<file path="src/rtl/slau_pkg.sv">
// Purpose: Shared constants and types for the shift and logic ALU unit
// Assumes: 32-bit AXI4-Lite register access, 8-bit datapath
// Notes: Register offsets are byte addresses, one aligned word each
package slau_pkg;
    // Datapath and bus widths
    localparam int unsigned SLAU_DATA_W = 8;
    localparam int unsigned SLAU_ADDR_W = 8;
    localparam int unsigned SLAU_OP_W = 5;
    // Register byte offsets
    localparam logic [7:0] SLAU_ACC_OFS = 8'h00;
    localparam logic [7:0] SLAU_FLAGS_OFS = 8'h04;
    localparam logic [7:0] SLAU_OPND_OFS = 8'h08;
    localparam logic [7:0] SLAU_CMD_OFS = 8'h0c;
    localparam logic [7:0] SLAU_WBDATA_OFS = 8'h10;
    localparam logic [7:0] SLAU_STATUS_OFS = 8'h14;
    // Flag bit positions inside the flags register
    localparam int unsigned SLAU_Z_BIT = 0;
    localparam int unsigned SLAU_C_BIT = 1;
    localparam int unsigned SLAU_AUX_CARRY_BIT = 2;
    localparam int unsigned SLAU_OVERFLOW_BIT = 3;
    // Status bit positions
    localparam int unsigned SLAU_MEMWB_BIT = 0;
    localparam int unsigned SLAU_IOWB_BIT = 1;
    localparam int unsigned SLAU_BADOP_BIT = 2;
    // Values after reset
    localparam logic [7:0] SLAU_ACC_RST = 8'h00;
    localparam logic [3:0] SLAU_FLAGS_RST = 4'h0;
    localparam logic [7:0] SLAU_BYTE_RST = 8'h00;
    // AXI response codes
    localparam logic [1:0] SLAU_RESP_OKAY = 2'b00;
    localparam logic [1:0] SLAU_RESP_SLVERR = 2'b10;

    // Operations started by a write to the command register
    typedef enum logic [4:0] {
        SLAU_OP_SHR_A = 5'h00, SLAU_OP_RCR_A = 5'h01,
        SLAU_OP_SHR_M = 5'h02, SLAU_OP_RCR_M = 5'h03,
        SLAU_OP_SHL_A = 5'h04, SLAU_OP_RCL_A = 5'h05,
        SLAU_OP_SHL_M = 5'h06, SLAU_OP_RCL_M = 5'h07,
        SLAU_OP_SWAP_A = 5'h08,
        SLAU_OP_AND_AI = 5'h09, SLAU_OP_AND_AM = 5'h0a, SLAU_OP_AND_MA = 5'h0b,
        SLAU_OP_OR_AI = 5'h0c, SLAU_OP_OR_AM = 5'h0d, SLAU_OP_OR_MA = 5'h0e,
        SLAU_OP_XOR_AI = 5'h0f, SLAU_OP_XOR_IOA = 5'h10,
        SLAU_OP_XOR_AM = 5'h11, SLAU_OP_XOR_MA = 5'h12
    } slau_op_t;

    // Destination of an operation result
    typedef enum logic [1:0] {
        SLAU_DST_NONE = 2'b00, SLAU_DST_ACC = 2'b01,
        SLAU_DST_MEM = 2'b10, SLAU_DST_IO = 2'b11
    } slau_dst_t;

    // Write channel states, Gray coded along idle, execute, respond
    typedef enum logic [1:0] {
        SLAU_WS_IDLE = 2'b00, SLAU_WS_EXEC = 2'b01, SLAU_WS_RESP = 2'b11
    } slau_wstate_t;
endpackage

</file>
<file path="src/rtl/slau_top.sv">
// Purpose: Eight-bit shift, rotate, swap and logic unit with AXI4-Lite registers
// Assumes: Operand byte for memory or I/O operations is written to the operand register
// Notes: Results bound for memory or I/O land in the write-back register
// Notes on behaviour
// - Accumulator shift right, zero in, b0 to carry
// - Accumulator rotate right through carry
// - Memory shift right, zero in, b0 to carry
// - Memory rotate right through carry
// - Accumulator shift left, zero in, b7 to carry
// - Accumulator rotate left through carry
// - Memory shift left, zero in, b7 to carry
// - Memory rotate left through carry
// - Shifts change only the carry flag
// - Swap accumulator nibbles, flags untouched
// - AND immediate into accumulator
// - AND memory into accumulator or memory
// - OR immediate into accumulator
// - OR memory into accumulator or memory
// - XOR immediate into accumulator
// - XOR accumulator into I/O, flags untouched
// - XOR memory into accumulator or memory
// - Logic ops other than XOR into I/O update zero only
`timescale 1ns/1ps
`default_nettype none
module slau_top (
    input wire logic aclk, // 10 MHz clock
    input wire logic aresetn, // Synchronous reset, active low
    input wire logic [slau_pkg::SLAU_ADDR_W-1:0] s_axi_awaddr, // Write address
    input wire logic s_axi_awvalid, // Write address valid
    output logic s_axi_awready, // Write address ready
    input wire logic [31:0] s_axi_wdata, // Write data
    input wire logic [3:0] s_axi_wstrb, // Write byte strobes
    input wire logic s_axi_wvalid, // Write data valid
    output logic s_axi_wready, // Write data ready
    output logic [1:0] s_axi_bresp, // Write response
    output logic s_axi_bvalid, // Write response valid
    input wire logic s_axi_bready, // Write response ready
    input wire logic [slau_pkg::SLAU_ADDR_W-1:0] s_axi_araddr, // Read address
    input wire logic s_axi_arvalid, // Read address valid
    output logic s_axi_arready, // Read address ready
    output logic [31:0] s_axi_rdata, // Read data
    output logic [1:0] s_axi_rresp, // Read response
    output logic s_axi_rvalid, // Read data valid
    input wire logic s_axi_rready // Read data ready
);
    import slau_pkg::*;

    slau_wstate_t ws_r;
    logic aw_got_r, w_got_r, wlane_r, mem_wb_r, io_wb_r, bad_op_r;
    logic awready_r, wready_r, bvalid_r, arready_r, rvalid_r;
    logic [SLAU_ADDR_W-1:0] waddr_r;
    logic [7:0] wbyte_r, acc_r, opnd_r, wb_byte_r, res;
    logic [3:0] flags_r;
    logic [4:0] cmd_r;
    logic [1:0] bresp_r, rresp_r;
    logic [31:0] rdata_r;
    logic exec, cy, cy_upd, z_upd, legal;
    slau_dst_t dst;

    // Word match on an aligned register offset
    function automatic logic hit(input logic [SLAU_ADDR_W-1:0] a, input logic [7:0] ofs);
        hit = (a[7:2] == ofs[7:2]);
    endfunction

    // Known register offset
    function automatic logic mapped(input logic [SLAU_ADDR_W-1:0] a);
        mapped = hit(a, SLAU_ACC_OFS) || hit(a, SLAU_FLAGS_OFS) || hit(a, SLAU_OPND_OFS)
            || hit(a, SLAU_CMD_OFS) || hit(a, SLAU_WBDATA_OFS) || hit(a, SLAU_STATUS_OFS);
    endfunction

    // Right shift, returns {old b0, fill, b7..b1}
    function automatic logic [8:0] shr(input logic [7:0] v, input logic fill);
        shr = {v[0], fill, v[7:1]};
    endfunction

    // Left shift, returns {old b7, b6..b0, fill}
    function automatic logic [8:0] shl(input logic [7:0] v, input logic fill);
        shl = {v[7], v[6:0], fill};
    endfunction

    // Command write executes two cycles after both channels are taken
    assign exec = (ws_r == SLAU_WS_EXEC) && wlane_r && hit(waddr_r, SLAU_CMD_OFS);

    // Operation decode and result
    always_comb begin
        res = acc_r;
        cy = flags_r[SLAU_C_BIT];
        cy_upd = 1'b0;
        z_upd = 1'b0;
        legal = 1'b1;
        dst = SLAU_DST_NONE;
        unique case (wbyte_r[4:0])
            SLAU_OP_SHR_A, SLAU_OP_RCR_A: begin
                {cy, res} = shr(acc_r, wbyte_r[0] & flags_r[SLAU_C_BIT]);
                cy_upd = 1'b1; // Odd opcodes rotate through carry
                dst = SLAU_DST_ACC;
            end
            SLAU_OP_SHR_M, SLAU_OP_RCR_M: begin
                {cy, res} = shr(opnd_r, wbyte_r[0] & flags_r[SLAU_C_BIT]);
                cy_upd = 1'b1;
                dst = SLAU_DST_MEM;
            end
            SLAU_OP_SHL_A, SLAU_OP_RCL_A: begin
                {cy, res} = shl(acc_r, wbyte_r[0] & flags_r[SLAU_C_BIT]);
                cy_upd = 1'b1;
                dst = SLAU_DST_ACC;
            end
            SLAU_OP_SHL_M, SLAU_OP_RCL_M: begin
                {cy, res} = shl(opnd_r, wbyte_r[0] & flags_r[SLAU_C_BIT]);
                cy_upd = 1'b1;
                dst = SLAU_DST_MEM;
            end
            SLAU_OP_SWAP_A: begin
                res = {acc_r[3:0], acc_r[7:4]};
                dst = SLAU_DST_ACC;
            end
            SLAU_OP_AND_AI, SLAU_OP_AND_AM, SLAU_OP_AND_MA: begin
                res = acc_r & opnd_r;
                z_upd = 1'b1;
                dst = (wbyte_r[4:0] == SLAU_OP_AND_MA) ? SLAU_DST_MEM : SLAU_DST_ACC;
            end
            SLAU_OP_OR_AI, SLAU_OP_OR_AM, SLAU_OP_OR_MA: begin
                res = acc_r | opnd_r;
                z_upd = 1'b1;
                dst = (wbyte_r[4:0] == SLAU_OP_OR_MA) ? SLAU_DST_MEM : SLAU_DST_ACC;
            end
            SLAU_OP_XOR_AI, SLAU_OP_XOR_AM, SLAU_OP_XOR_MA: begin
                res = acc_r ^ opnd_r;
                z_upd = 1'b1;
                dst = (wbyte_r[4:0] == SLAU_OP_XOR_MA) ? SLAU_DST_MEM : SLAU_DST_ACC;
            end
            SLAU_OP_XOR_IOA: begin
                res = acc_r ^ opnd_r;
                dst = SLAU_DST_IO;
            end
            default: begin
                legal = 1'b0;
            end
        endcase
    end

    // Write address and data capture, either order
    always_ff @(posedge aclk) begin
        if (!aresetn) begin
            aw_got_r <= 1'b0;
            w_got_r <= 1'b0;
            awready_r <= 1'b0;
            wready_r <= 1'b0;
            waddr_r <= '0;
            wbyte_r <= SLAU_BYTE_RST;
            wlane_r <= 1'b0;
        end else if (ws_r == SLAU_WS_IDLE) begin
            if (s_axi_awvalid && awready_r) begin
                aw_got_r <= 1'b1;
                awready_r <= 1'b0;
                waddr_r <= s_axi_awaddr;
            end else begin
                awready_r <= !aw_got_r;
            end
            if (s_axi_wvalid && wready_r) begin
                w_got_r <= 1'b1;
                wready_r <= 1'b0;
                wbyte_r <= s_axi_wdata[7:0];
                wlane_r <= s_axi_wstrb[0];
            end else begin
                wready_r <= !w_got_r;
            end
        end else begin
            aw_got_r <= 1'b0;
            w_got_r <= 1'b0;
        end
    end

    // Write channel sequencing and response
    always_ff @(posedge aclk) begin
        if (!aresetn) begin
            ws_r <= SLAU_WS_IDLE;
            bvalid_r <= 1'b0;
            bresp_r <= SLAU_RESP_OKAY;
        end else begin
            unique case (ws_r)
                SLAU_WS_IDLE: begin
                    if (aw_got_r && w_got_r) begin
                        ws_r <= SLAU_WS_EXEC;
                    end
                end
                SLAU_WS_EXEC: begin
                    ws_r <= SLAU_WS_RESP;
                    bvalid_r <= 1'b1;
                    bresp_r <= mapped(waddr_r) ? SLAU_RESP_OKAY : SLAU_RESP_SLVERR;
                end
                SLAU_WS_RESP: begin
                    if (s_axi_bready) begin
                        ws_r <= SLAU_WS_IDLE;
                        bvalid_r <= 1'b0;
                    end
                end
            endcase
        end
    end

    // Accumulator, flags and operand registers
    always_ff @(posedge aclk) begin
        if (!aresetn) begin
            acc_r <= SLAU_ACC_RST;
            flags_r <= SLAU_FLAGS_RST;
            opnd_r <= SLAU_BYTE_RST;
            cmd_r <= '0;
        end else if ((ws_r == SLAU_WS_EXEC) && wlane_r) begin
            if (hit(waddr_r, SLAU_ACC_OFS)) begin
                acc_r <= wbyte_r;
            end
            if (hit(waddr_r, SLAU_FLAGS_OFS)) begin
                flags_r <= wbyte_r[3:0];
            end
            if (hit(waddr_r, SLAU_OPND_OFS)) begin
                opnd_r <= wbyte_r;
            end
            if (exec) begin
                cmd_r <= wbyte_r[4:0];
                if (legal && dst == SLAU_DST_ACC) begin
                    acc_r <= res;
                end
                if (legal && cy_upd) begin
                    flags_r[SLAU_C_BIT] <= cy;
                end
                if (legal && z_upd) begin
                    flags_r[SLAU_Z_BIT] <= (res == 8'h00);
                end
            end
        end
    end

    // Write-back byte for memory or I/O and execution status
    always_ff @(posedge aclk) begin
        if (!aresetn) begin
            wb_byte_r <= SLAU_BYTE_RST;
            mem_wb_r <= 1'b0;
            io_wb_r <= 1'b0;
            bad_op_r <= 1'b0;
        end else if (exec) begin
            mem_wb_r <= legal && (dst == SLAU_DST_MEM);
            io_wb_r <= legal && (dst == SLAU_DST_IO);
            bad_op_r <= !legal;
            if (legal && (dst == SLAU_DST_MEM || dst == SLAU_DST_IO)) begin
                wb_byte_r <= res;
            end
        end
    end

    // Read channel, one outstanding read
    always_ff @(posedge aclk) begin
        if (!aresetn) begin
            arready_r <= 1'b0;
            rvalid_r <= 1'b0;
            rdata_r <= '0;
            rresp_r <= SLAU_RESP_OKAY;
        end else if (rvalid_r) begin
            if (s_axi_rready) begin
                rvalid_r <= 1'b0;
                arready_r <= 1'b1;
            end
        end else if (s_axi_arvalid && arready_r) begin
            arready_r <= 1'b0;
            rvalid_r <= 1'b1;
            rresp_r <= mapped(s_axi_araddr) ? SLAU_RESP_OKAY : SLAU_RESP_SLVERR;
            rdata_r <= '0;
            if (hit(s_axi_araddr, SLAU_ACC_OFS)) rdata_r[7:0] <= acc_r;
            if (hit(s_axi_araddr, SLAU_FLAGS_OFS)) rdata_r[3:0] <= flags_r;
            if (hit(s_axi_araddr, SLAU_OPND_OFS)) rdata_r[7:0] <= opnd_r;
            if (hit(s_axi_araddr, SLAU_CMD_OFS)) rdata_r[4:0] <= cmd_r;
            if (hit(s_axi_araddr, SLAU_WBDATA_OFS)) rdata_r[7:0] <= wb_byte_r;
            if (hit(s_axi_araddr, SLAU_STATUS_OFS)) begin
                rdata_r[2:0] <= {bad_op_r, io_wb_r, mem_wb_r};
            end
        end else begin
            arready_r <= 1'b1;
        end
    end

    assign s_axi_awready = awready_r;
    assign s_axi_wready = wready_r;
    assign s_axi_bvalid = bvalid_r;
    assign s_axi_bresp = bresp_r;
    assign s_axi_arready = arready_r;
    assign s_axi_rvalid = rvalid_r;
    assign s_axi_rdata = rdata_r;
    assign s_axi_rresp = rresp_r;

    // Snapshot of the state an operation started from
    logic ex_d;
    logic [4:0] op_d;
    logic [7:0] acc_d, opnd_d;
    logic [3:0] fl_d;
    always_ff @(posedge aclk) begin
        if (!aresetn) begin
            ex_d <= 1'b0;
            op_d <= '0;
            acc_d <= '0;
            opnd_d <= '0;
            fl_d <= '0;
        end else begin
            ex_d <= exec;
            op_d <= wbyte_r[4:0];
            acc_d <= acc_r;
            opnd_d <= opnd_r;
            fl_d <= flags_r;
        end
    end
endmodule // slau_top
`default_nettype wire

</file>
<file path="config.mk">
export PLATFORM = sky130hd
export DESIGN_NAME = slau_top
export DESIGN_NICKNAME = d
export VERILOG_FILES = /design/src/rtl/slau_pkg.sv /design/src/rtl/slau_top.sv
export SDC_FILE = /design/constraint.sdc
export NUM_CORES = 1
export LEC_CHECK = 0
export BUFFER_PORTS_ARGS = -buffer_cell sky130_fd_sc_hd__clkbuf_2
export CORE_ASPECT_RATIO = 0.5
export CORE_MARGIN = 5
export CORE_UTILIZATION = 59
export DETAILED_ROUTE_END_ITERATION = 16
export HOLD_SLACK_MARGIN = 0.12
export PLACE_DENSITY = 0.9
export SLEW_MARGIN = 40
export SYNTH_ARGS = -nofsm -noshare
export SYNTH_HDL_FRONTEND = slang
export SYNTH_SLANG_ARGS = --single-unit
</file>
<file path="constraint.sdc">
create_clock -name aclk -period 3.25 [get_ports aclk]
set_input_delay 0.1625 -clock aclk [delete_from_list [all_inputs] [get_ports aclk]]
set_output_delay 0.1625 -clock aclk [all_outputs]
set_load 0.005 [all_outputs]
</file>
=== After elaboration in Yosys (flattened, before gate mapping) ===
Index checks and enable logic that the tools add are counted.

* Output and inout bits: 41
* Register bits after elaboration: 74
* Logic and storage cells: 159

* Bitwise logic cells: 5
* Equality and inequality tests: 37
* Multiplexer cells: 37
* Reduce and logical (&&, ||, !) cells: 56

{| class="wikitable"
|+ Operators with widths
! kind !! count
|-
| $pmux 8 s8 || 1
|-
| $mux 8 || 6
|-
| $eq 5x4->1 const B || 8
|-
| $eq 6x2->1 const B || 4
|-
| $eq 6x3->1 const B || 4
|-
| $reduce_and 2->1 || 11
|-
| $eq 5x3->1 const B || 4
|-
| $reduce_or 19->1 || 1
|-
| $mux 2 || 9
|-
| $eq 5x5->1 const B || 3
|-
| $mux 1 || 14
|-
| $eq 6x1->1 const B || 2
|-
| $logic_and 1x1->1 || 12
|-
| $logic_not 6->1 || 2
|-
| $pmux 2 s6 || 1
|-
| $logic_or 1x1->1 || 11
|-
| $eq 5x2->1 const B || 2
|-
| $reduce_or 3->1 || 3
|-
| $reduce_or 9->1 || 1
|-
| $and 8x8->8 || 1
|-
| $logic_not 8->1 || 1
|-
| $or 8x8->8 || 1
|-
| $reduce_or 2->1 || 4
|-
| $reduce_or 4->1 || 2
|-
| 21 further kinds || 27
|}

=== Logic depth before layout (Yosys ltp) ===
Gate-level depths: netlist of the first run.

* Depth in word-level cells: 7
* Depth in mapped cells: 8
* Mapped depth without buffers: 8

=== Worst setup path after synthesis of the first run ===
No wires, ideal clock.

* Path kind: register to register
* From: register acc_r[1]
* To: register flags_r[0]
* Setup slack: 1.222 ns
* Buffers on the path: 0
* Arrival time: 1.933 ns
* Required time: 3.154 ns
* Stages on the path, launching flop included: 8
* Cell sequence: dfxtp_1 inv_1 ha_1 o21a_1 a221o_1 o32ai_1 nand3_1 o41ai_2

* Word-level cells in the longest chain between the ends: 5

{| class="wikitable"
|+ RTL lines
! element !! RTL line !! RTL
|-
| from (decl) || slau_top.sv:52 || <nowiki>logic [7:0] wbyte_r, acc_r, opnd_r, wb_byte_r, res;</nowiki>
|-
| from (signal assigned) || slau_top.sv:211 || <nowiki>acc_r <= wbyte_r;</nowiki>
|-
| from (signal assigned) || slau_top.sv:222 || <nowiki>acc_r <= res;</nowiki>
|-
| $xor 8x8->8, or another cell as far along || slau_top.sv:128, slau_top.sv:133 ||
|-
| $pmux 8 s8 * || slau_top.sv:92 || <nowiki>unique case (wbyte_r[4:0])</nowiki>
|-
| $logic_not 8->1 * || slau_top.sv:228 || <nowiki>flags_r[SLAU_Z_BIT] <= (res == 8'h00);</nowiki>
|-
| $mux 1 * || slau_top.sv:227 || <nowiki>if (legal && z_upd) begin</nowiki>
|-
| $mux 2 * || slau_top.sv:219 || <nowiki>if (exec) begin</nowiki>
|-
| to (signal assigned) || slau_top.sv:214 || <nowiki>flags_r <= wbyte_r[3:0];</nowiki>
|-
| to (signal, indexed assignment) || slau_top.sv:225 || <nowiki>flags_r[SLAU_C_BIT] <= cy;</nowiki>
|-
| to (signal, indexed assignment) || slau_top.sv:228 ||
|-
| to (decl) || slau_top.sv:53 || <nowiki>logic [3:0] flags_r;</nowiki>
|}

Every way passes the cells marked *; elsewhere a longest branch is shown, timed or not.
A chain may end at the register's enable or synchronous reset.

=== Final worst setup path of the first run ===
* From: register wbyte_r[1]
* To: register flags_r[0]

* Word-level cells in the longest chain between the ends: 6

{| class="wikitable"
|+ RTL lines
! element !! RTL line !! RTL
|-
| from (decl) || slau_top.sv:52 ||
|-
| from (signal assigned) || slau_top.sv:163 || <nowiki>wbyte_r <= s_axi_wdata[7:0];</nowiki>
|-
| $eq 5x5->1, or another cell as far along || slau_top.sv:92 ||
|-
| $reduce_or 4->1 (no line), or another cell as far along || n/a ||
|-
| $pmux 8 s8 / $mux 1 (equally long branches) || slau_top.sv:92 ||
|-
| $logic_not 8->1 / $logic_and 1x1->1 (equally long branches) || slau_top.sv:228, slau_top.sv:227 ||
|-
| $mux 1 * || slau_top.sv:227 ||
|-
| $mux 2 * || slau_top.sv:219 ||
|}

Marks and branches as above.

==> results of run 1 <==
[layout make-up]
type                            instances  area [µm²]  area share
Tap cell                               96         120      0.0243
Clock buffer                           12         256      0.0518
Timing Repair Buffer                   67         443      0.0895
Inverter                               21        78.8      0.0159
Multi-Input combinational cell        387        2600       0.526
Sequential cell                        70        1400       0.283
Clock inverter                          4        45.0     0.00910
[critical path, stage by stage (launching register included)]
cell,delay (ps)
dfxtp_1,770
buf_4,290
mux2i_1,240
o32ai_1,120
a221o_1,320
o31ai_1,370
nand3_1,150
o41ai_2,330
[worst max path at each step]
stage	end	cells after the start
2_1_floorplan	flags_r[0]$_SDFFE_PN0P_	7
3_3_place_gp	flags_r[0]$_SDFFE_PN0P_	6
3_5_place_dp	acc_r[6]$_SDFFE_PN0P_	6
4_1_cts	flags_r[0]$_SDFFE_PN0P_	7
5_1_grt	flags_r[0]$_SDFFE_PN0P_	7
6_report	flags_r[0]$_SDFFE_PN0P_	7
[registers in the layout, indices dropped and copies added (netlist names), 2 cells and up]
name	flops
wbyte_r	8
flags_r	4
cmd_r	5
waddr_r	6
acc_r	8
wb_byte_r	8
s_axi_rdata	8
opnd_r	8
ws_r	2
[power groups by stage]
stage	sequential, W	combinational [W]	clock (W)
floorplan	0.000931	0.000214	0
global placement	0.000950	0.000239	0
detailed placement	0.000952	0.000243	0
CTS	0.000933	0.000261	0.00101
global route	0.000940	0.000297	0.00104
finish	0.000935	0.000264	0.000995
[cells by family after synthesis]
logic type | count (synthesis) | share of synthesized area
AND/OR/NAND/NOR | 182 | 0.213
AO/OA/AOI/OAI | 133 | 0.228
buffers and inverters | 75 | 0.0943
flip-flops | 70 | 0.325
multiplexers | 29 | 0.0897
adder cells (fa/ha/maj) | 16 | 0.0464
other | 1 | 0.000870
XOR/XNOR | 1 | 0.00203
[layout by cell type, fill, tap and decap left out, types with 5 or more instances in the layout]
| master | synthesis | routed |
|---|---|---|
| nor2b_1 | 24 | 24 |
| nand3_1 | 7 | 7 |
| o21ai_0 | 17 | 17 |
| buf_4 | 29 | 7 |
| nand2_1 | 64 | 64 |
| and2_1 | 5 | 5 |
| o221a_2 | 6 | 6 |
| ha_1 | 16 | 16 |
| clkbuf_2 | 0 | 42 |
| a221oi_1 | 6 | 6 |
| a21boi_0 | 22 | 22 |
| nor3b_1 | 7 | 7 |
| nand2b_1 | 9 | 9 |
| dfxtp_1 | 70 | 70 |
| mux2i_1 | 18 | 18 |
| conb_1 | 1 | 26 |
| nor2_1 | 31 | 31 |
| a21oi_1 | 24 | 24 |
| nor3_1 | 6 | 6 |
| mux4_2 | 6 | 6 |
| inv_1 | 21 | 21 |
| dlygate4sd3_1 | 0 | 18 |
| clkbuf_16 | 0 | 9 |
| a221o_1 | 5 | 5 |
| and3_1 | 6 | 6 |
[metrics by stage]
| step | setup slack (ps) | hold slack, ps | power, W |
|---|---|---|---|
| 3_3_place_gp | 646 | 380 | 0.00119 |
| 4_1_cts | 645 | 120 | 0.00220 |
| 3_5_place_dp | 671 | 383 | 0.00119 |
| 2_1_floorplan | 1220 | 254 | 0.00114 |
| 5_1_grt | 437 | 162 | 0.00228 |
| 6_report | 559 | 134 | 0.00219 |
[repair_timing]
item                      4_1_cts  5_1_grt
hold buffers                   18        0
hold endpoints to repair       18        0
gates resized for setup         0        0
[routing by layer]
layer	GRT usage	wire length, µm	vias up
met5	0	0	-
met4	0.0753	180	0
met3	0.0726	1160	18
met2	0.372	4810	194
met1	0.359	5240	1812
li1	-	-	1872
==> flow_results.org, run 1 <==
** Run status
- The flow ran to the end, and the final reports show no timing, DRC or antenna violations.

** STA
- Clock skew :: slightly below 6 ps
- Summed over all failing endpoints, the final setup total negative slack is 0 ps.
- Headroom to the max-slew limit came out at 0.435.
- Max-slew violation total from the final report :: 0
- The smallest clock period supported by the final layout is computed as 2690 ps.
- Transition time of the tightest slew-check pin :: 845 ps
- Setup repair after global routing missed its margin :: false
- Hold Violations, Final :: 0
- Timing would allow up to 0.372 GHz.
- Final Setup Violations :: 0
- Of the available clock period, the critical path in the final layout requires 0.828.

** Global routing
- Summed over all layers, the global routing overflow is 0.
- Total Routing Usage GR :: 0.253
- Entering global routing, the biggest net connects 40 pins.
- Antenna violations before repair :: 0
- First-pass GRT wire length :: 18,000 µm
- Via count of the first global-routing pass :: 3,584

** Place
- Total of buffers placed on input and output ports :: 42
- Detailed placement ended at an HPWL of ~8000 µm.
- Instance count after placement with tap cells included :: 623
- After detailed placement, the total cell area comes to ~0.0045 mm².
- The congestion estimate from routability-driven global placement came to 0.973.

** Power
- For this design the total switching power over the nets is 0.000551 W.
- Power per standard cell area :: 443 mW/mm²
- Of the total power, the clock network draws 0.454.
- Worst-case vdd ir drop :: 0.000408 V
- Relative contribution of combinational cells to total power :: 0.120
- Of the total power, registers draw 0.426.
- The internal portion of the total power is around 0.0016 W.
- Leakage Power :: 2.01 nW
- Fraction of power spent switching nets :: 0.251

** Setup path
- Origin of the critical flop-to-flop path :: wbyte_r[1]$_SDFFE_PN0P_
- CP Class :: reg2reg
- Depth of the worst register-to-register path :: 7
- Critical path launch point :: wbyte_r[1]$_SDFFE_PN0P_
- Data required time at the worst endpoint :: 3500 ps
- STA classifies the critical path endpoint as a flop.
- Highest net fanout along the worst path :: 17
- STA puts the critical path data arrival time at 2940 ps.
- In this run the critical register-to-register path is captured at flags_r[0]$_SDFFE_PN0P_.
- Startpoint type of the worst setup path :: flop
- R2r setup slk :: 560 ps

** Hold path
- The path class of the tightest hold or removal check is in2reg.
- For hold timing, the worst endpoint is w_got_r$_SDFFE_PN0P_.
- Worst Min Path Start :: s_axi_wvalid
- Along the worst hold path, the cell count comes to 3.

** Clock network
- Clock insertion delay at the later pin of the skew report :: roughly 340 ps
- Number of buffers on the longest clock path :: 2
- In this run the number of H-tree levels came out at 3.
- CTS tree :: built
- Clock tree synthesis selected as its root buffer the cell clkbuf_16.
- The tree built by TritonCTS fans out to 70 sinks.
- Clock buffers created by TritonCTS :: 9
- Buffers added to address setup during post-CTS repair amount to 0.
- Clock edge transition at the registers on the reported setup and hold paths :: roughly 50 ps

** Floorplan
- For this configuration, the core starts out at a cell density of 0.598.
- 100 I/O pins were placed.
- The die is 131 µm wide.
- Die Y :: 70.5 µm
- After floorplanning, the core was divided into 22 placement rows.
- The floorplan step defined a core boundary enclosing 0.00721 mm².
- The die covers a little over 0.009 mm².

** Detailed routing
- Post-route antenna net violation count :: 0
- Number of DRC violations after detailed-routing iteration 0 :: 427
- Number of search-and-repair iterations in the first detailed-routing pass :: 4
- After detailed routing, the average wire length per cell comes to 17.3 µm.
- The final layout contains routed wiring with a total length of 11,400 µm.
- The detailed router placed 3,896 vias in this run.
- Number of remaining DRC errors :: 0
- Vias per Instance :: between 5 and 6

** Synthesis
- Counting flops with an async set or reset pin after synthesis yields a share of 0.
- Number of warnings reported in the yosys synthesis log :: 0
- Cell area after synthesis :: 0.00431 mm²
- In this run, synthesis produced a sequential element count of 70.
- Synth Flop Type :: dfxtp_1
- The commonest cells after synthesis are 70 x dfxtp_1, 64 x nand2_1, 31 x nor2_1, 29 x buf_4.
- Cell count after synthesis :: 507
- Top post-synthesis cells by area :: dfxtp_1 33%, nand2_1 5.6%, buf_4 5.0%, ha_1 4.6%, mux2i_1 4.2%
- Post-synth cell types :: a little under 70
- Leading cell type by number of instances after synthesis :: dfxtp_1
- Area share of the leading cell type in the synthesized netlist :: 0.325
- Dividing the synthesized area by the synthesized cell count gives 8.50 µm².
- Of the synthesized area, sequential elements account for 0.325.
- Count of flip-flops with a built-in enable after synthesis :: 0
- Leading area contributor after synthesis :: dfxtp_1

** Layout
- Filler cell count :: 592
- Final non-filler cell total :: 657
- Once layout is done, the placed cells without fillers occupy approximately 0.0049 mm².
- Of the cells placed in the final design, the portion with a size suffix greater than 1 is 0.162.
- Once layout is complete, the utilization of the core stands at 0.686.
- Synth-to-layout area growth :: 14.8%
- The net count of the finished layout is between 600 and 700.
- Antenna diode count :: 0

** Run
- Maxcap violations :: 0
(Power assumes the default switching activity.)
==> inputs of run 2 (changes only) <==
--- a/config.mk
+++ b/config.mk
@@ -8,10 +8,10 @@
 export BUFFER_PORTS_ARGS = -buffer_cell sky130_fd_sc_hd__clkbuf_2
 export CORE_ASPECT_RATIO = 0.5
 export CORE_MARGIN = 5
-export CORE_UTILIZATION = 59
+export CORE_UTILIZATION = 49
 export DETAILED_ROUTE_END_ITERATION = 16
 export HOLD_SLACK_MARGIN = 0.12
-export PLACE_DENSITY = 0.9
+export PLACE_DENSITY = 0.81
 export SLEW_MARGIN = 40
 export SYNTH_ARGS = -nofsm -noshare
 export SYNTH_HDL_FRONTEND = slang
==> constraint.sdc (replaced) <==
create_clock -name aclk -period 2.43 [get_ports aclk]
set_input_delay 0.1215 -clock aclk [delete_from_list [all_inputs] [get_ports aclk]]
set_output_delay 0.1215 -clock aclk [all_outputs]
set_load 0.005 [all_outputs]
==> run 2 against run 1 <==
Against the previous run: wire length rose by 7.8%; sequential power rose by 33%; sequential share of layout area fell by 1.6 points; largest power group unchanged.
==> flow_results.org, run 2 (synthesized netlist as in run 1, its figures left out) <==
** Detailed routing
- Using the TritonRoute via totals, the vias-per-cell ratio works out to about 5.6.
- Dividing the detail-routed wire length by the instance count gives 17.2 µm.
- Met2 wire length :: 5150 µm
- Met3 routed WL :: 1100 µm
- Routed met1 length :: 5820 µm
- Number of remaining DRC errors :: 0
- Number of DRC violations after detailed-routing iteration 0 :: 354
- Post-route antenna net violation count :: 0
- The first TritonRoute pass finished after 4 iterations.
- For this block, the routed nets add up to 12,300 µm of wire.
- The final route contains 4,004 vias.
- Highest Signal Layer :: met4

** Setup path
- The worst setup path is launched from a flop.
- Data required time at the worst endpoint :: ~2700 ps
- Of all nets on the critical path, the largest fanout is 8.
- Capturing element type of the critical path :: flop
- Critical path's slowest cell :: or4_1
- By startpoint and endpoint, the worst setup path is classified as reg2reg.
- STA puts the critical path data arrival time at 2560 ps.
- Cell-by-cell trace of the critical path :: buf_4, or3b_2, a21oi_1, o21ai_1, or4_1, and3_1
- For this run, the slowest stage of the critical path takes 590 ps.

** Place
- In this run the cell area measured after placement is approximately 0.0047 mm².
- HPWL after detailed placement :: just under 9000 µm
- The number of placed instances, taps included, is 676.
- Routability congestion estimate from global placement :: roughly 1
- Total of buffers placed on input and output ports :: 42

** Floorplan
- Placement Rows :: 24
- DIE AREA :: around 0.011 mm²
- Core ar. :: 0.00865 mm²
- Pin placement for this block handled 100 I/O pins.
- The die is 76.3 µm tall.
- The floorplan step set the die width to 143 µm.
- Initial core utilization :: 0.499

** Run status
- The run finished with clean final reports.

** Clock network
- Clk sinks :: 70
- H-tree level count :: 3
- Clock buffers created by TritonCTS :: 9
- The longest clock path from root to sink contains 2 buffers.
- TritonCTS built the clock tree.
- Post-CTS timing repair inserted 0 buffers for setup.
- Clock insertion delay at the later pin of the skew report :: ~340 ps
- The cell sitting at the root of the clock tree is a clkbuf_16.
- Clock edge transition at the registers on the reported setup and hold paths :: 60 ps

** STA
- On the final layout, the worst hold slack is 156 ps.
- Clock skew :: 6.23 ps
- For this run, the top clock speed supported by timing is 0.430 GHz.
- Of the available clock period, the critical path in the final layout requires 0.957.
- The worst path in the final design needs a cycle of between 2000 and 2500 ps, including I/O delays and setup.
- Aggregate negative setup slack :: 0 ps
- Setup repair after global routing missed its margin :: false
- The final hold violation count was 0.
- Setup violations remaining at the end of the flow were counted as 0.
- Max-slew violation total from the final report :: 0
- Headroom to the max-slew limit came out at 0.585.
- Transition time of the tightest slew-check pin :: 623 ps

** Global routing
- Global route overflow :: 0
- Antenna violations before repair :: 0
- Entering global routing, the biggest net connects 71 pins.
- Total Routing Usage GR :: 0.226
- First-pass GRT wire length :: 19,100 µm
- Via count of the first global-routing pass :: 3,591

** Power
- Tot Pwr :: 0.00291 W
- Leakage Power :: 2.18 nW
- Power per standard cell area :: 555 mW/mm²
- Worst-case vdd ir drop :: roughly 0.00036 V

** Hold path
- Tightest Hold Check Type :: in2reg

** Layout
- Finished layout cell area :: approximately 0.0052 mm²
- Final non-filler cell total :: 713
- The repair_antennas step left the layout with diodes totalling 0.
- Synth-to-layout area growth :: 21.7%
- Fraction of layout instances using a drive strength above 1 :: 0.213
- The top cell types in the final layout, fill and taps aside, are 68 x dfxtp_1, 64 x nand2_1, 42 x clkbuf_2, 39 x buf_4, 31 x nor2_1.
- Leaving out fill and tap cells, the most frequent cell in the layout is dfxtp_1.
- Number of nets in the layout :: 666

** Run
- Maxcap violations :: 0
run 2: where the power goes:
group          internal, W  leakage, nW  switching (W)
registers          0.00119        0.569      0.0000460
logic             0.000190         1.47       0.000219
clock network     0.000771        0.142       0.000498
run 2: critical path, delay by kind of cell (launching register included):
| family | cells | cell delay (ps) |
|---|---|---|
| compound gates | 2 | 300 |
| buf+inv | 1 | 210 |
| flops | 1 | 470 |
| simple gates | 3 | 1240 |
run 2: worst paths after layout:
check                                             start                         to  slack [ps]  cells past startpoint
worst max-delay path            wbyte_r[4]$_SDFFE_PN0P_  wb_byte_r[2]$_SDFFE_PN0P_         110                      6
worst min-delay path                            aresetn    flags_r[0]$_SDFFE_PN0P_         160                      4
worst max register to register  wbyte_r[4]$_SDFFE_PN0P_  wb_byte_r[2]$_SDFFE_PN0P_         110                      6
worst min register to register    cmd_r[4]$_SDFFE_PN0P_      cmd_r[4]$_SDFFE_PN0P_         470                      2
run 2: what timing repair did:
item,CTS,global route
resized for setup,0,5
setup endpoints to repair,0,6
hold buffers,21,0
hold endpoints to repair,22,0
run 2: cell type report:
type                            instances  area, µm²
Inverter                               21       78.8
Clock buffer                           13        270
Timing Repair Buffer                  102        713
Tap cell                              117        146
Fill cell                             761       3400
Multi-Input combinational cell        387       2620
Clock inverter                          3       17.5
Sequential cell                        70       1400
run 2: stage by stage:
stage	worst slack (ps)	util
2_1_floorplan	402	-
5_1_grt	26.4	0.607
6_report	106	0.607
3_5_place_dp	70.4	0.547
3_3_place_gp	80.6	0.547
4_1_cts	51.7	0.604
run 2: routing by layer:
layer / vias up / track usage
met2: 169 / 0.322
met3: 19 / 0.0646
met1: 1864 / 0.329
met4: 0 / 0.0636
met5: - / 0
li1: 1952 / -
==> inputs of run 3 (changes only) <==
--- a/config.mk
+++ b/config.mk
@@ -5,13 +5,13 @@
 export SDC_FILE = /design/constraint.sdc
 export NUM_CORES = 1
 export LEC_CHECK = 0
-export BUFFER_PORTS_ARGS = -buffer_cell sky130_fd_sc_hd__clkbuf_2
+export BUFFER_PORTS_ARGS = -buffer_cell sky130_fd_sc_hd__buf_4
 export CORE_ASPECT_RATIO = 0.5
 export CORE_MARGIN = 5
-export CORE_UTILIZATION = 49
+export CORE_UTILIZATION = 45
 export DETAILED_ROUTE_END_ITERATION = 16
 export HOLD_SLACK_MARGIN = 0.12
-export PLACE_DENSITY = 0.81
+export PLACE_DENSITY = 0.75
 export SLEW_MARGIN = 40
 export SYNTH_ARGS = -nofsm -noshare
 export SYNTH_HDL_FRONTEND = slang
==> run 3 against run 2 <==
Against the previous run: fmax down 1.8%; sequential share of layout area fell by 0.36 points; sequential power about the same; non-clock buffer count shrank 5; wire length down 3.3%; register-to-register slack got worse by 40 ps; clock-buffer cell count unchanged; cell area up 1.4%; clock skew down 1.1 ps; clock power is essentially flat; core utilization fell by 4.0 points; combinational power rose by 5.1%.
==> flow_results.org, run 3 (synthesized netlist as in run 1, its figures left out) <==
** Run status
- The run finished with clean final reports.

** Detailed routing
- Met3 routed WL :: roughly 1000 µm
- The first detailed-routing pass took 5 iterations.
- Signal routing reaches up to met4.
- In the final routing, the length of wire on met1 measures 5630 µm.
- Dividing the detail-routed wire length by the instance count gives 16.7 µm.
- Post-route antenna net violation count :: 0
- Sum of routed wire length over all layers :: 11,900 µm
- In the routed design, unresolved DRC markers number 0.
- After the first detailed-routing iteration, the DRC count stood at 295.
- Met2 wire length :: 4980 µm
- Vias after detailed routing :: 3,933
- Vias per Instance :: roughly 5.5

** Clock network
- H-tree level count :: 3
- In this run the deepest clock path goes through 2 buffers.
- CTS tree :: built
- Clock buffers created by TritonCTS :: 9
- Clk sinks :: 70
- Clock edge transition at the registers on the reported setup and hold paths :: around 60 ps
- The tree is rooted in a clkbuf_16.
- Clock insertion delay at the later pin of the skew report :: 330 ps

** Layout
- In the final layout, the share of cells above drive strength 1 is 0.202.
- 0 antenna diodes ended up in the layout.
- The finished layout holds 711 standard cells, fillers aside.
- Core Util, Final :: 0.567
- The library cell used most frequently in the layout, excluding fill and tap cells, is buf_4.
- Number of nets in the layout :: 661
- Commonest cells after routing, fill and taps aside :: 75 x buf_4, 68 x dfxtp_1, 64 x nand2_1, 31 x nor2_1, 26 x conb_1
- Relative to the synthesized area, the layout overhead comes to 23.4%.
- The filler cells instantiated in the layout total 848.
- Finished layout cell area :: 0.00532 mm²

** Power
- Fraction of power spent switching nets :: 0.250
- The share of total power dissipated in the clock network is 0.432.
- The share of total power dissipated in combinational logic is 0.147.
- Sequential fraction of design power :: 0.422
- IR analysis of the VDD net gives a maximum drop of 0.000319 V.
- Summed over all cells, the static leakage comes to 2.18 nW.
- Cell internal power was estimated by the tool at 0.00220 W.
- For this design the total switching power over the nets is 0.000733 W.
- Power per standard cell area :: 551 mW/mm²

** Global routing
- Entering global routing, the biggest net connects 40 pins.
- Total Routing Usage GR :: 0.209
- First-pass GRT wire length :: 19,300 µm
- Antenna violations before repair :: 0
- The number of global-route vias before repair was 3,716.
- Global route overflow :: 0

** Floorplan
- After floorplanning, the core was divided into 25 placement rows.
- The initial utilization of the core area, before any placement, comes to 0.459.
- Measured along the y axis, the die boundary spans 79.2 µm.
- 100 I/O pins were placed.
- In this run the horizontal extent of the chip is between 100 and 150 µm.
- The core region is between 0.009 and 0.01 mm².
- The die covers 0.0118 mm².

** Setup path
- Data required time at the worst endpoint :: 2660 ps
- Of all nets on the critical path, the largest fanout is 23.
- The worst setup path is of the reg2reg kind.
- Capturing element type of the critical path :: flop
- Startpoint type of the worst setup path :: flop
- At the worst endpoint, the arrival time is 2590 ps.

** STA
- Final Setup Violations :: 0
- Of the available clock period, the critical path in the final layout requires 0.974.
- Clock skew :: 5.12 ps
- Aggregate negative setup slack :: 0 ps
- Fmax achieved :: 0.422 GHz
- The final hold violation count was 0.
- Setup repair after global routing missed its margin :: false
- Worst hold margin :: 193 ps
- The number of max-slew violations in the final report is 0.
- For the finished layout, the period the worst path requires is 2370 ps.

** Place
- The count of buffers added on input and output ports is 42.
- Routability congestion estimate from global placement :: 0.975
- Area post-placement :: just under 0.005 mm²
- The number of placed instances, taps included, is a little under 700.
- HPWL after detailed placement :: 8820 µm

** Hold path
- Tightest Hold Check Type :: in2reg

** Run
- Max-cap violations in this run came to 0.
## run 3: per-stage QoR
stage,worst slack (ps),total power [W]
finish,62.6,0.00293
global route,16.3,0.00306
CTS,93.0,0.00296
detailed placement,109,0.00166
global placement,118,0.00165
floorplan,402,0.00153
## run 3: power by group through the flow
stage	logic [W]	registers (W)	clock network, W
floorplan	0.000286	0.00124	0
global placement	0.000392	0.00126	0
detailed placement	0.000398	0.00126	0
CTS	0.000427	0.00124	0.00130
global route	0.000476	0.00124	0.00134
finish	0.000430	0.00124	0.00127
## run 3: final timing paths
| path | startpoint | end | slack [ps] | depth (start not counted) |
|---|---|---|---|---|
| worst min register to register | io_wb_r$_SDFFE_PN0P_ | io_wb_r$_SDFFE_PN0P_ | 460 | 2 |
| worst min-delay path | aresetn | ws_r[1]$_SDFFE_PN0P_ | 190 | 3 |
| worst max register to register | wbyte_r[1]$_SDFFE_PN0P_ | acc_r[6]$_SDFFE_PN0P_ | 60 | 7 |
| worst max-delay path | wbyte_r[1]$_SDFFE_PN0P_ | acc_r[6]$_SDFFE_PN0P_ | 60 | 7 |
## run 3: worst max-delay path, stage by stage (launching register included)
cell and delay [ps]:
dfxtp_1 360, buf_12 190, mux4_1 550, and2_0 170, a221o_1 300, o22ai_1 320
a21oi_1 120, o221a_2 250
## run 3: final cells by class
cell class	count	area (µm²)	area share
Clock buffer	13	280	0.0527
Clock inverter	2	15.0	0.00282
Inverter	21	78.8	0.0148
Multi-Input combinational cell	387	2600	0.488
Sequential cell	70	1400	0.264
Tap cell	121	151	0.0285
Timing Repair Buffer	97	793	0.149
## run 3: timing repair
action | 4_1_cts | 5_1_grt
hold buffers | 21 | 0
setup buffers | 0 | 0
endpoints found under the setup margin | 0 | 7
endpoints found under the hold margin | 22 | 0
gates resized for setup | 0 | 3
## run 3: metal layers
layer	vias up	GRT usage
li1	1927	-
met1	1797	0.295
met2	186	0.318
met3	23	0.0513
met4	0	0.0581
met5	-	0
